$ cat config.mk
export PLATFORM = sky130hd
export DESIGN_NAME = scale_timing
export DESIGN_NICKNAME = d
export VERILOG_FILES = /design/src/rtl/scale_timing_pkg.sv /design/src/rtl/step_delay_timer.sv /design/src/rtl/scale_timing.sv
export SDC_FILE = /design/constraint.sdc
export NUM_CORES = 1
export LEC_CHECK = 0
export BUFFER_PORTS_ARGS = -buffer_cell sky130_fd_sc_hd__buf_2
export CAP_MARGIN = 10
export CELL_PAD_IN_SITES_DETAIL_PLACEMENT = 0
export CELL_PAD_IN_SITES_GLOBAL_PLACEMENT = 2
export CORE_ASPECT_RATIO = 1.2
export CORE_UTILIZATION = 41
export CTS_CLUSTER_SIZE = 8
export DETAILED_ROUTE_END_ITERATION = 8
export PLACE_DENSITY_LB_ADDON = 0.1
export SLEW_MARGIN = 20
export SYNTH_ARGS = -nofsm -noshare
export SYNTH_HDL_FRONTEND = slang
export SYNTH_SLANG_ARGS = --single-unit
$ cat constraint.sdc
create_clock -name CLOCK_IN -period 9.1 [get_ports CLOCK_IN]
set_input_delay 1.82 -clock CLOCK_IN [delete_from_list [all_inputs] [get_ports CLOCK_IN]]
set_output_delay 1.82 -clock CLOCK_IN [all_outputs]
set_load 0.01 [all_outputs]
$ cat src/rtl/scale_timing_pkg.sv
// Package: register map, reset values and types for the current scale timing block
`default_nettype none
package scale_timing_pkg;
  // Register indices; byte address is four times the index
  localparam logic [7:0] IDX_STANDBY_ENTRY_DELAY   = 8'h15;
  localparam logic [7:0] IDX_FREEWHEEL_ENTRY_DELAY = 8'h16;
  localparam logic [7:0] IDX_DRIVE_VELOCITY_THRESH = 8'h17;
  localparam logic [7:0] IDX_RISE_INTERVAL         = 8'h18;
  localparam logic [7:0] IDX_FALL_TO_HOLD_INTERVAL = 8'h19;
  localparam logic [7:0] IDX_DRIVE_FALL_INTERVAL   = 8'h1a;
  localparam logic [7:0] IDX_BOOST_WINDOW_CYCLES   = 8'h1b;
  localparam logic [7:0] IDX_APPLIED_SCALE         = 8'h7c;
  localparam logic [7:0] IDX_SCALE_CONTROL         = 8'h7d;
  localparam logic [7:0] IDX_SCALE_VALUES          = 8'h7e;
  localparam logic [7:0] IDX_PRESENT_VELOCITY      = 8'h7f;
  localparam int         ADDR_W                    = 10;
  // Control register fields
  localparam int BIT_CLOSED_LOOP  = 0;
  localparam int BIT_PWM_MODE     = 1;
  localparam int BIT_FREEWHEEL_EN = 2;
  localparam int BIT_COARSE_FMT   = 3;
  // Reset values
  localparam logic [31:0] RST_DELAY32   = 32'h0000_0000;
  localparam logic [23:0] RST_DELAY24   = 24'h00_0000;
  localparam logic [31:0] RST_SCALE_VAL = 32'hffff_ffff;
  localparam logic [7:0]  RST_APPLIED   = 8'hff;
  localparam logic [8:0]  RST_WRAP      = 9'h000;
  localparam logic [3:0]  RST_CONTROL   = 4'h0;
  // Scale value field positions within the scale values register
  localparam int POS_BOOST = 0;
  localparam int POS_DRV1  = 8;
  localparam int POS_DRV2  = 16;
  localparam int POS_HOLD  = 24;
  // Motion phase after a ramp
  typedef enum logic [1:0] {
    PH_MOVING    = 2'b00,
    PH_STOP_WAIT = 2'b01,
    PH_STANDBY   = 2'b10,
    PH_FREEWHEEL = 2'b11
  } phase_t;
endpackage : scale_timing_pkg
`default_nettype wire

$ cat src/rtl/step_delay_timer.sv
// Step delay timer: periodic one-cycle tick, restartable
`default_nettype none
module step_delay_timer (
  input  wire logic        clk_in,
  input  wire logic        rst_in,
  input  wire logic        restart_in,
  input  wire logic        run_in,
  input  wire logic [31:0] period_in,
  output logic             tick_out
);
  logic [31:0] count;

  // Counts up while running; a zero period ticks every cycle
  always_ff @(posedge clk_in) begin
    if (rst_in || restart_in || !run_in) begin
      count    <= 32'h0000_0000;
      tick_out <= 1'b0;
    end else if (count >= period_in) begin
      count    <= 32'h0000_0000;
      tick_out <= 1'b1;
    end else begin
      count    <= count + 32'h0000_0001;
      tick_out <= 1'b0;
    end
  end
endmodule : step_delay_timer
`default_nettype wire

$ cat src/rtl/scale_timing.sv
// Motor current scale selection and step timing with Wishbone register slave
// Behaviour
// - Wait standby delay after ramp stop
// - Wait freewheel_entry_delay after standby begins
// - Velocity above threshold selects second drive, outside PWM mode
// - PWM mode: threshold is full amplitude velocity
// - Open loop: raise scale per rise interval
// - Closed loop: same register, rise interval
// - Open loop: lower toward hold per interval
// - Closed loop: same register, fall interval
// - Lower toward drive per drive interval
// - Boost active for boost cycles after start
// - Read applied scale; write sets wrap fraction
// - Scale x means (x+1)/32 or /256
//
// Local design decision: the Wishbone slave port.
`default_nettype none
module scale_timing
  import scale_timing_pkg::*;
(
  input  wire logic                         CLOCK_IN,
  input  wire logic                         RST_IN,
  input  wire logic                         WB_CYC_IN,
  input  wire logic                         WB_STB_IN,
  input  wire logic                         WB_WE_IN,
  input  wire logic [scale_timing_pkg::ADDR_W-1:0] WB_ADR_IN,
  input  wire logic [3:0]                   WB_SEL_IN,
  input  wire logic [31:0]                  WB_DAT_IN,
  output logic      [31:0]                  WB_DAT_OUT,
  output logic                              WB_ACK_OUT,
  input  wire logic                         RAMP_START_IN,
  input  wire logic                         RAMP_STOPPED_IN,
  output logic      [7:0]                   SCALE_OUT,
  output logic                              COARSE_FORMAT_OUT,
  output logic                              STANDBY_OUT,
  output logic                              FREEWHEEL_OUT,
  output logic      [23:0]                  PWM_FULL_AMPLITUDE_VELOCITY_OUT
);
  import scale_timing_pkg::*;

  logic [31:0] standby_entry_delay;
  logic [31:0] freewheel_entry_delay;
  logic [23:0] drive_velocity_threshold;
  logic [23:0] rise_interval;
  logic [23:0] fall_to_hold_interval;
  logic [23:0] drive_fall_interval;
  logic [31:0] boost_window_cycles;
  logic [31:0] scale_values;
  logic [3:0]  control;
  logic [8:0]  wrap_fraction_setting;
  logic [23:0] present_velocity;
  logic [7:0]  applied;
  logic [7:0]  target;
  logic [7:0]  next_target;
  logic [31:0] boost_count;
  logic        boost_active;
  logic [31:0] phase_count;
  phase_t      phase;
  logic        ramp_start_s1, ramp_start_s2;
  logic        ramp_stop_s1, ramp_stop_s2;
  logic        rise_tick, hold_tick, drive_tick;
  logic        wb_req, wb_wr;
  logic [7:0]  word_idx;

  // Byte-lane merge for register writes
  function automatic logic [31:0] merge(input logic [31:0] old, input logic [31:0] dat, input logic [3:0] sel);
    logic [31:0] res;
    res = old;
    for (int b = 0; b < 4; b++) begin
      if (sel[b]) begin
        res[b*8 +: 8] = dat[b*8 +: 8];
      end
    end
    return res;
  endfunction : merge

  // Hold current applies in standby and while freewheeling
  function automatic logic at_rest(input phase_t ph);
    return (ph == PH_STANDBY) || (ph == PH_FREEWHEEL);
  endfunction : at_rest

  // Two-flop synchronisers for ramp status pins
  // Pins are asynchronous; only the second flop feeds any logic
  always_ff @(posedge CLOCK_IN) begin
    if (RST_IN) begin
      ramp_start_s1 <= 1'b0;
      ramp_start_s2 <= 1'b0;
      ramp_stop_s1  <= 1'b0;
      ramp_stop_s2  <= 1'b0;
    end else begin
      ramp_start_s1 <= RAMP_START_IN;
      ramp_start_s2 <= ramp_start_s1;
      ramp_stop_s1  <= RAMP_STOPPED_IN;
      ramp_stop_s2  <= ramp_stop_s1;
    end
  end

  // Request taken only while ack is low, so each request gets one ack
  assign wb_req   = WB_CYC_IN && WB_STB_IN && !WB_ACK_OUT;
  assign wb_wr    = wb_req && WB_WE_IN;
  assign word_idx = WB_ADR_IN[ADDR_W-1:2];

  // Register writes; applied scale index writes go to wrap fraction instead
  always_ff @(posedge CLOCK_IN) begin
    if (RST_IN) begin
      standby_entry_delay      <= RST_DELAY32;
      freewheel_entry_delay    <= RST_DELAY32;
      drive_velocity_threshold <= RST_DELAY24;
      rise_interval            <= RST_DELAY24;
      fall_to_hold_interval    <= RST_DELAY24;
      drive_fall_interval      <= RST_DELAY24;
      boost_window_cycles      <= RST_DELAY32;
      scale_values             <= RST_SCALE_VAL;
      control                  <= RST_CONTROL;
      wrap_fraction_setting    <= RST_WRAP;
      present_velocity         <= RST_DELAY24;
    end else if (wb_wr) begin
      case (word_idx)
        IDX_STANDBY_ENTRY_DELAY:   standby_entry_delay <= merge(standby_entry_delay, WB_DAT_IN, WB_SEL_IN);
        IDX_FREEWHEEL_ENTRY_DELAY: freewheel_entry_delay <= merge(freewheel_entry_delay, WB_DAT_IN, WB_SEL_IN);
        IDX_DRIVE_VELOCITY_THRESH:
          drive_velocity_threshold <= 24'(merge({8'h00, drive_velocity_threshold}, WB_DAT_IN, WB_SEL_IN));
        IDX_RISE_INTERVAL:         rise_interval <= 24'(merge({8'h00, rise_interval}, WB_DAT_IN, WB_SEL_IN));
        IDX_FALL_TO_HOLD_INTERVAL:
          fall_to_hold_interval <= 24'(merge({8'h00, fall_to_hold_interval}, WB_DAT_IN, WB_SEL_IN));
        IDX_DRIVE_FALL_INTERVAL:
          drive_fall_interval <= 24'(merge({8'h00, drive_fall_interval}, WB_DAT_IN, WB_SEL_IN));
        IDX_BOOST_WINDOW_CYCLES:   boost_window_cycles <= merge(boost_window_cycles, WB_DAT_IN, WB_SEL_IN);
        IDX_APPLIED_SCALE:
          wrap_fraction_setting <= 9'(merge({23'h0, wrap_fraction_setting}, WB_DAT_IN, WB_SEL_IN));
        IDX_SCALE_CONTROL:         control <= 4'(merge({28'h0, control}, WB_DAT_IN, WB_SEL_IN));
        IDX_SCALE_VALUES:          scale_values <= merge(scale_values, WB_DAT_IN, WB_SEL_IN);
        IDX_PRESENT_VELOCITY:
          present_velocity <= 24'(merge({8'h00, present_velocity}, WB_DAT_IN, WB_SEL_IN));
        default: ;
      endcase
    end
  end

  // Read mux and one-cycle ack; unmapped reads return zero
  // Registered ack costs a wait state but keeps decode off the bus path
  always_ff @(posedge CLOCK_IN) begin
    if (RST_IN) begin
      WB_ACK_OUT <= 1'b0;
      WB_DAT_OUT <= 32'h0000_0000;
    end else begin
      WB_ACK_OUT <= wb_req;
      if (wb_req && !WB_WE_IN) begin
        case (word_idx)
          IDX_STANDBY_ENTRY_DELAY:   WB_DAT_OUT <= standby_entry_delay;
          IDX_FREEWHEEL_ENTRY_DELAY: WB_DAT_OUT <= freewheel_entry_delay;
          IDX_DRIVE_VELOCITY_THRESH: WB_DAT_OUT <= {8'h00, drive_velocity_threshold};
          IDX_RISE_INTERVAL:         WB_DAT_OUT <= {8'h00, rise_interval};
          IDX_FALL_TO_HOLD_INTERVAL: WB_DAT_OUT <= {8'h00, fall_to_hold_interval};
          IDX_DRIVE_FALL_INTERVAL:   WB_DAT_OUT <= {8'h00, drive_fall_interval};
          IDX_BOOST_WINDOW_CYCLES:   WB_DAT_OUT <= boost_window_cycles;
          IDX_APPLIED_SCALE:         WB_DAT_OUT <= {23'h0, boost_active, applied};
          IDX_SCALE_CONTROL:         WB_DAT_OUT <= {17'h0, wrap_fraction_setting, phase, control};
          IDX_SCALE_VALUES:          WB_DAT_OUT <= scale_values;
          IDX_PRESENT_VELOCITY:      WB_DAT_OUT <= {8'h00, present_velocity};
          default:                   WB_DAT_OUT <= 32'h0000_0000;
        endcase
      end else begin
        WB_DAT_OUT <= 32'h0000_0000;
      end
    end
  end

  // Boost window restarts on every ramp start
  always_ff @(posedge CLOCK_IN) begin
    if (RST_IN) begin
      boost_count  <= RST_DELAY32;
      boost_active <= 1'b0;
    end else if (ramp_start_s2) begin
      boost_count  <= boost_window_cycles;
      boost_active <= (boost_window_cycles != 32'h0000_0000);
    end else if (boost_count != 32'h0000_0000) begin
      boost_count  <= boost_count - 32'h0000_0001;
      boost_active <= (boost_count != 32'h0000_0001);
    end else begin
      boost_active <= 1'b0;
    end
  end

  // Stop, standby and freewheel sequencing; a zero delay passes on the next cycle
  always_ff @(posedge CLOCK_IN) begin
    if (RST_IN) begin
      phase       <= PH_MOVING;
      phase_count <= RST_DELAY32;
    end else if (!ramp_stop_s2 || ramp_start_s2) begin
      phase       <= PH_MOVING;
      phase_count <= RST_DELAY32;
    end else begin
      case (phase)
        PH_MOVING: begin
          phase       <= PH_STOP_WAIT;
          phase_count <= RST_DELAY32;
        end
        PH_STOP_WAIT: begin
          if (phase_count >= standby_entry_delay) begin
            phase       <= PH_STANDBY;
            phase_count <= RST_DELAY32;
          end else begin
            phase_count <= phase_count + 32'h0000_0001;
          end
        end
        PH_STANDBY: begin
          // Count saturates so a long stay cannot wrap back below the delay
          if (control[BIT_FREEWHEEL_EN] && phase_count >= freewheel_entry_delay) begin
            phase <= PH_FREEWHEEL;
          end else if (phase_count != 32'hffff_ffff) begin
            phase_count <= phase_count + 32'h0000_0001;
          end
        end
        PH_FREEWHEEL: phase <= PH_FREEWHEEL;
        default:      phase <= PH_MOVING;
      endcase
    end
  end

  // Target selection: boost, hold, or drive by velocity threshold
  always_comb begin
    if (at_rest(phase)) begin
      next_target = scale_values[POS_HOLD +: 8];
    end else if (boost_active) begin
      next_target = scale_values[POS_BOOST +: 8];
    end else if (!control[BIT_PWM_MODE] && present_velocity > drive_velocity_threshold) begin
      next_target = scale_values[POS_DRV2 +: 8];
    end else begin
      next_target = scale_values[POS_DRV1 +: 8];
    end
  end

  // Target register; a difference from next_target restarts the timers
  always_ff @(posedge CLOCK_IN) begin
    if (RST_IN) begin
      target <= RST_APPLIED;
    end else begin
      target <= next_target;
    end
  end

  // Interval timers; each restarts when the target moves
  // Both fall timers run together; the phase picks which one steps
  step_delay_timer rise_timer (
    .clk_in     (CLOCK_IN),
    .rst_in     (RST_IN),
    .restart_in (next_target != target),
    .run_in     (applied < target),
    .period_in  ({8'h00, rise_interval}),
    .tick_out   (rise_tick)
  );

  step_delay_timer hold_timer (
    .clk_in     (CLOCK_IN),
    .rst_in     (RST_IN),
    .restart_in (next_target != target),
    .run_in     (applied > target),
    .period_in  ({8'h00, fall_to_hold_interval}),
    .tick_out   (hold_tick)
  );

  step_delay_timer drive_timer (
    .clk_in     (CLOCK_IN),
    .rst_in     (RST_IN),
    .restart_in (next_target != target),
    .run_in     (applied > target),
    .period_in  ({8'h00, drive_fall_interval}),
    .tick_out   (drive_tick)
  );

  // Step the applied scale one unit toward target; stops once equal
  always_ff @(posedge CLOCK_IN) begin
    if (RST_IN) begin
      applied <= RST_APPLIED;
    end else if (next_target != target) begin
      applied <= applied;
    end else if (applied < target && rise_tick) begin
      applied <= applied + 8'h01;
    end else if (applied > target && at_rest(phase) && hold_tick) begin
      applied <= applied - 8'h01;
    end else if (applied > target && !at_rest(phase) && drive_tick) begin
      applied <= applied - 8'h01;
    end
  end

  // Driver-facing outputs, all registered
  always_ff @(posedge CLOCK_IN) begin
    if (RST_IN) begin
      SCALE_OUT                       <= RST_APPLIED;
      COARSE_FORMAT_OUT               <= 1'b0;
      STANDBY_OUT                     <= 1'b0;
      FREEWHEEL_OUT                   <= 1'b0;
      PWM_FULL_AMPLITUDE_VELOCITY_OUT <= RST_DELAY24;
    end else begin
      SCALE_OUT         <= applied;
      COARSE_FORMAT_OUT <= control[BIT_COARSE_FMT];
      STANDBY_OUT       <= at_rest(phase);
      FREEWHEEL_OUT     <= (phase == PH_FREEWHEEL);
      PWM_FULL_AMPLITUDE_VELOCITY_OUT <= control[BIT_PWM_MODE] ? drive_velocity_threshold : RST_DELAY24;
    end
  end
endmodule : scale_timing
`default_nettype wire

==> results.py <==
metrics = {
    "status": {
        "status": "finished, final reports clean",
    },
    "place": {
        "io_buffers": 118,
        "gp_congestion": 0.911,
        "placed_cell_area_sq_um": 27200,
        "dp_hpwl_mm": 71.5,
    },
    "logic_synthesis": {
        "synth-edff-count": 0,
        "post_synth_num_cell_types": 78,
        "avgSynthCellArea_sq_um": 8.37,
        "ys_seq_area_frac": 0.400,
        "synthFlopType": "dfxtp_1",
        "synth_top_cell_by_area": "dfxtp_1",
        "ys_ff_latch": 515,
        "yosys-top-cells-area": "dfxtp_1 (40%), ha_1 (9.0%), nand2_1 (6.1%)",
        "synth_cells": 3081,
        "yosysTopAreaCellShare": 0.400,
        "ys_warn_count": 0,
        "ys_async_sr_fraction": 0,
        "synthesis.area_sq_um": 25800,
    },
    "clocking": {
        "clock-root-buffer": "clkbuf_16",
        "cts_max_level": 3,
        "postCtsSetupRepairBufs": 0,
        "cts_resized": 0,
        "cts_tree": "done",
        "cts_made_buffers": 74,
        "cts-hold-fix-buffers": 0,
        "clockBufferDepth": 3,
        "clkLatencyLatePin_ns": 0.62,
        "clk_pin_slew_ns": 0.05,
        "cts.sinks": 515,
    },
    "power_and_ir_drop": {
        "power.net_switching_w": 0.00167,
        "power_leakage_nw": 10.6,
        "internal_power_w": 0.00415,
        "clkPwrFrac": 0.427,
        "netSwitchingFraction": 0.287,
        "combPwrFrac": 0.159,
        "peakVddDrop_uv": 118,
        "power_density_nw_per_um2": 200,
        "p_total_w": 0.00582,
        "p_seq_frac": 0.415,
    },
    "die": {
        "dieArea_sq_um": 63900,
        "die_y_um": 277,
        "rows": 100,
        "io_pins": 121,
        "fp.dieW_um": 231,
        "initial_core_util": 0.415,
        "core_area_sq_um": 62100,
    },
    "hold_path": {
        "hold_start": "ramp_start_s1$_SDFF_PP0_",
        "hold_end": "ramp_start_s2$_SDFF_PP0_",
        "whs_path_depth": 1,
        "holdCritPathClass": "flip-flop to flip-flop",
    },
    "cells_and_area": {
        "area_growth_pct": 13.1,
        "final_cell_area_sq_um": 29200,
        "nets": 3412,
        "drive_above_1_share": 0.0874,
        "final_common_cell": "dfxtp_1",
        "layout_common_cells": "dfxtp_1 (514), nand2_1 (420), nor2_1 (277)",
    },
    "sta": {
        "finalCritPeriodShare": 0.589,
        "clock.fmax_ghz": 0.186,
        "fin_worst_skew_ns": 0.0287,
        "setup_viol_count_final": 0,
        "slew_headroom": 0.263,
        "fin_tns_setup_ns": 0,
        "tightest_slew_ns": 1.10,
        "rsz0062_at_grt": "no",
        "hold_slack_ns": 0.437,
        "slew_viol_final": 0,
        "layout_min_cycle_time_ns": 5.36,
        "hold_viol": 0,
    },
    "setup_path": {
        "arrival_ns": 5.82,
        "r2r_end": "hold_timer.count[24]$_SDFF_PP0_",
        "rr_worst_depth": 12,
        "crit_slowest_cell": "nor2_1",
        "worst-r2r-setup-slack_ns": 3.75,
        "path_buf_inv": 1,
        "critical_path.cell_chain": "buf_2 > nand2b_1 > or3_1 > nor3b_1 > nand2_1 > nor2_1 > mux2i_1 > nor2_1",
        "crit_path_max_fanout": 14,
        "startpoint_type": "primary input",
        "cpMostUsedCell": "nor2_1",
        "slowest_delay_ns": 1.04,
        "r2r_start": "drive_velocity_threshold[11]$_SDFFE_PP0P_",
        "worstPathRequired_ns": 9.55,
        "critical_path.top_delay_family": "simple AND/OR/NAND/NOR gates",
        "endpoint_kind": "flip-flop",
        "path_depth": 8,
        "crit_type": "primary input to flip-flop",
    },
    "grt": {
        "antenna_found_initial": 2,
        "use_met3": 0.0337,
        "met1_usage": 0.379,
        "overflow": 0,
        "grt_pass1_wl_mm": 142,
        "grt_usage": 0.296,
        "grt_start_max_net_pins": 88,
        "grt_use_met2": 0.491,
        "grt_pass1_vias": 22300,
        "busiest_layer": "met2",
    },
    "drt": {
        "drc": 0,
        "drtAntennaViolNets": 0,
        "drt_iter0_drc": 1938,
        "wl_mm": 96.3,
        "vias_per_cell": 5.77,
        "num_vias": 23100,
        "firstDrtPassIters": 6,
        "wl_per_cell_um": 24.1,
    },
    "flow_run": {
        "maxCapViolCount": 0,
    },
}
-- cells by family after synthesis --
logic type,count (synthesis),synth area share
XOR/XNOR,104,0.0353
flip-flops,515,0.400
adder cells (fa/ha/maj),187,0.0911
AND/OR/NAND/NOR,1143,0.209
AO/OA/AOI/OAI,658,0.166
other,1,0.000145
multiplexers,116,0.0451
buffers and inverters,357,0.0533
-- layout make-up --
cell class / count / area (sq um)
Clock buffer: 81 / 1920
Inverter: 205 / 769
Fill cell: 6099 / 32900
Tap cell: 816 / 1020
Antenna cell: 3 / 7.51
Multi-Input combinational cell: 2229 / 14200
Timing Repair Buffer: 147 / 818
Clock inverter: 5 / 62.6
Sequential cell: 515 / 10300
-- cell usage after synthesis, types with 24 or more instances --
library cell / instances
nor3_1: 106
nand3_1: 60
nor2_1: 280
o211ai_1: 35
a21o_1: 43
o21ai_0: 69
nand2_1: 420
and3_1: 31
a221oi_1: 36
mux2i_1: 114
dfxtp_1: 515
nor4_1: 46
o31ai_1: 24
a211o_1: 34
a31oi_1: 26
a21oi_1: 245
nor2b_1: 65
inv_1: 203
clkbuf_1: 118
ha_1: 186
xor2_1: 53
a22oi_1: 48
xnor2_1: 51
nand4_1: 43
-- how the worst max path moves through the flow --
stage / from / end / slack [ns]
finish: WB_ADR_IN[9] / freewheel_entry_delay[27]$_SDFFE_PP0P_ / 3.74
global route: drive_velocity_threshold[11]$_SDFFE_PP0P_ / hold_timer.count[18]$_SDFF_PP0_ / 3.45
CTS: drive_velocity_threshold[11]$_SDFFE_PP0P_ / hold_timer.count[24]$_SDFF_PP0_ / 3.89
detailed placement: WB_ADR_IN[9] / freewheel_entry_delay[30]$_SDFFE_PP0P_ / 3.29
global placement: WB_ADR_IN[9] / freewheel_entry_delay[31]$_SDFFE_PP0P_ / 3.27
floorplan: WB_ADR_IN[9] / standby_entry_delay[23]$_SDFFE_PP0P_ / 5.01
-- per-stage QoR --
step	util	setup WS (ns)	cells
floorplan	-	5.01	3101
global placement	0.438	3.27	3912
detailed placement	0.438	3.29	3912
CTS	0.470	3.89	3998
global route	0.470	3.45	3999
finish	0.470	3.74	4001
-- flip-flops by register name, summed over array words and instances (netlist names), 9 cells and up --
name,flops
standby_entry_delay,32
freewheel_entry_delay,32
phase_count,32
drive_timer.count,32
WB_DAT_OUT,32
boost_count,32
PWM_FULL_AMPLITUDE_VELOCITY_OUT,24
drive_velocity_threshold,24
rise_interval,24
hold_timer.count,32
scale_values,32
wrap_fraction_setting,9
rise_timer.count,32
fall_to_hold_interval,24
present_velocity,24
drive_fall_interval,24
boost_window_cycles,32
-- metal layers --
layer  share of wire  routed length (um)
met5               0                   0
met4           0.050                4770
met3           0.051                4950
met2            0.47               45200
met1            0.43               41400
-- power by group through the flow --
stage	Sequential (W)	Clock, W	Combinational [W]
floorplan	0.00244	0	0.000678
finish	0.00241	0.00248	0.000924
CTS	0.00241	0.00254	0.000913
detailed placement	0.00246	0	0.000906
global route	0.00242	0.00262	0.00102
global placement	0.00245	0	0.000900
Power figures use the tool's default switching activity.
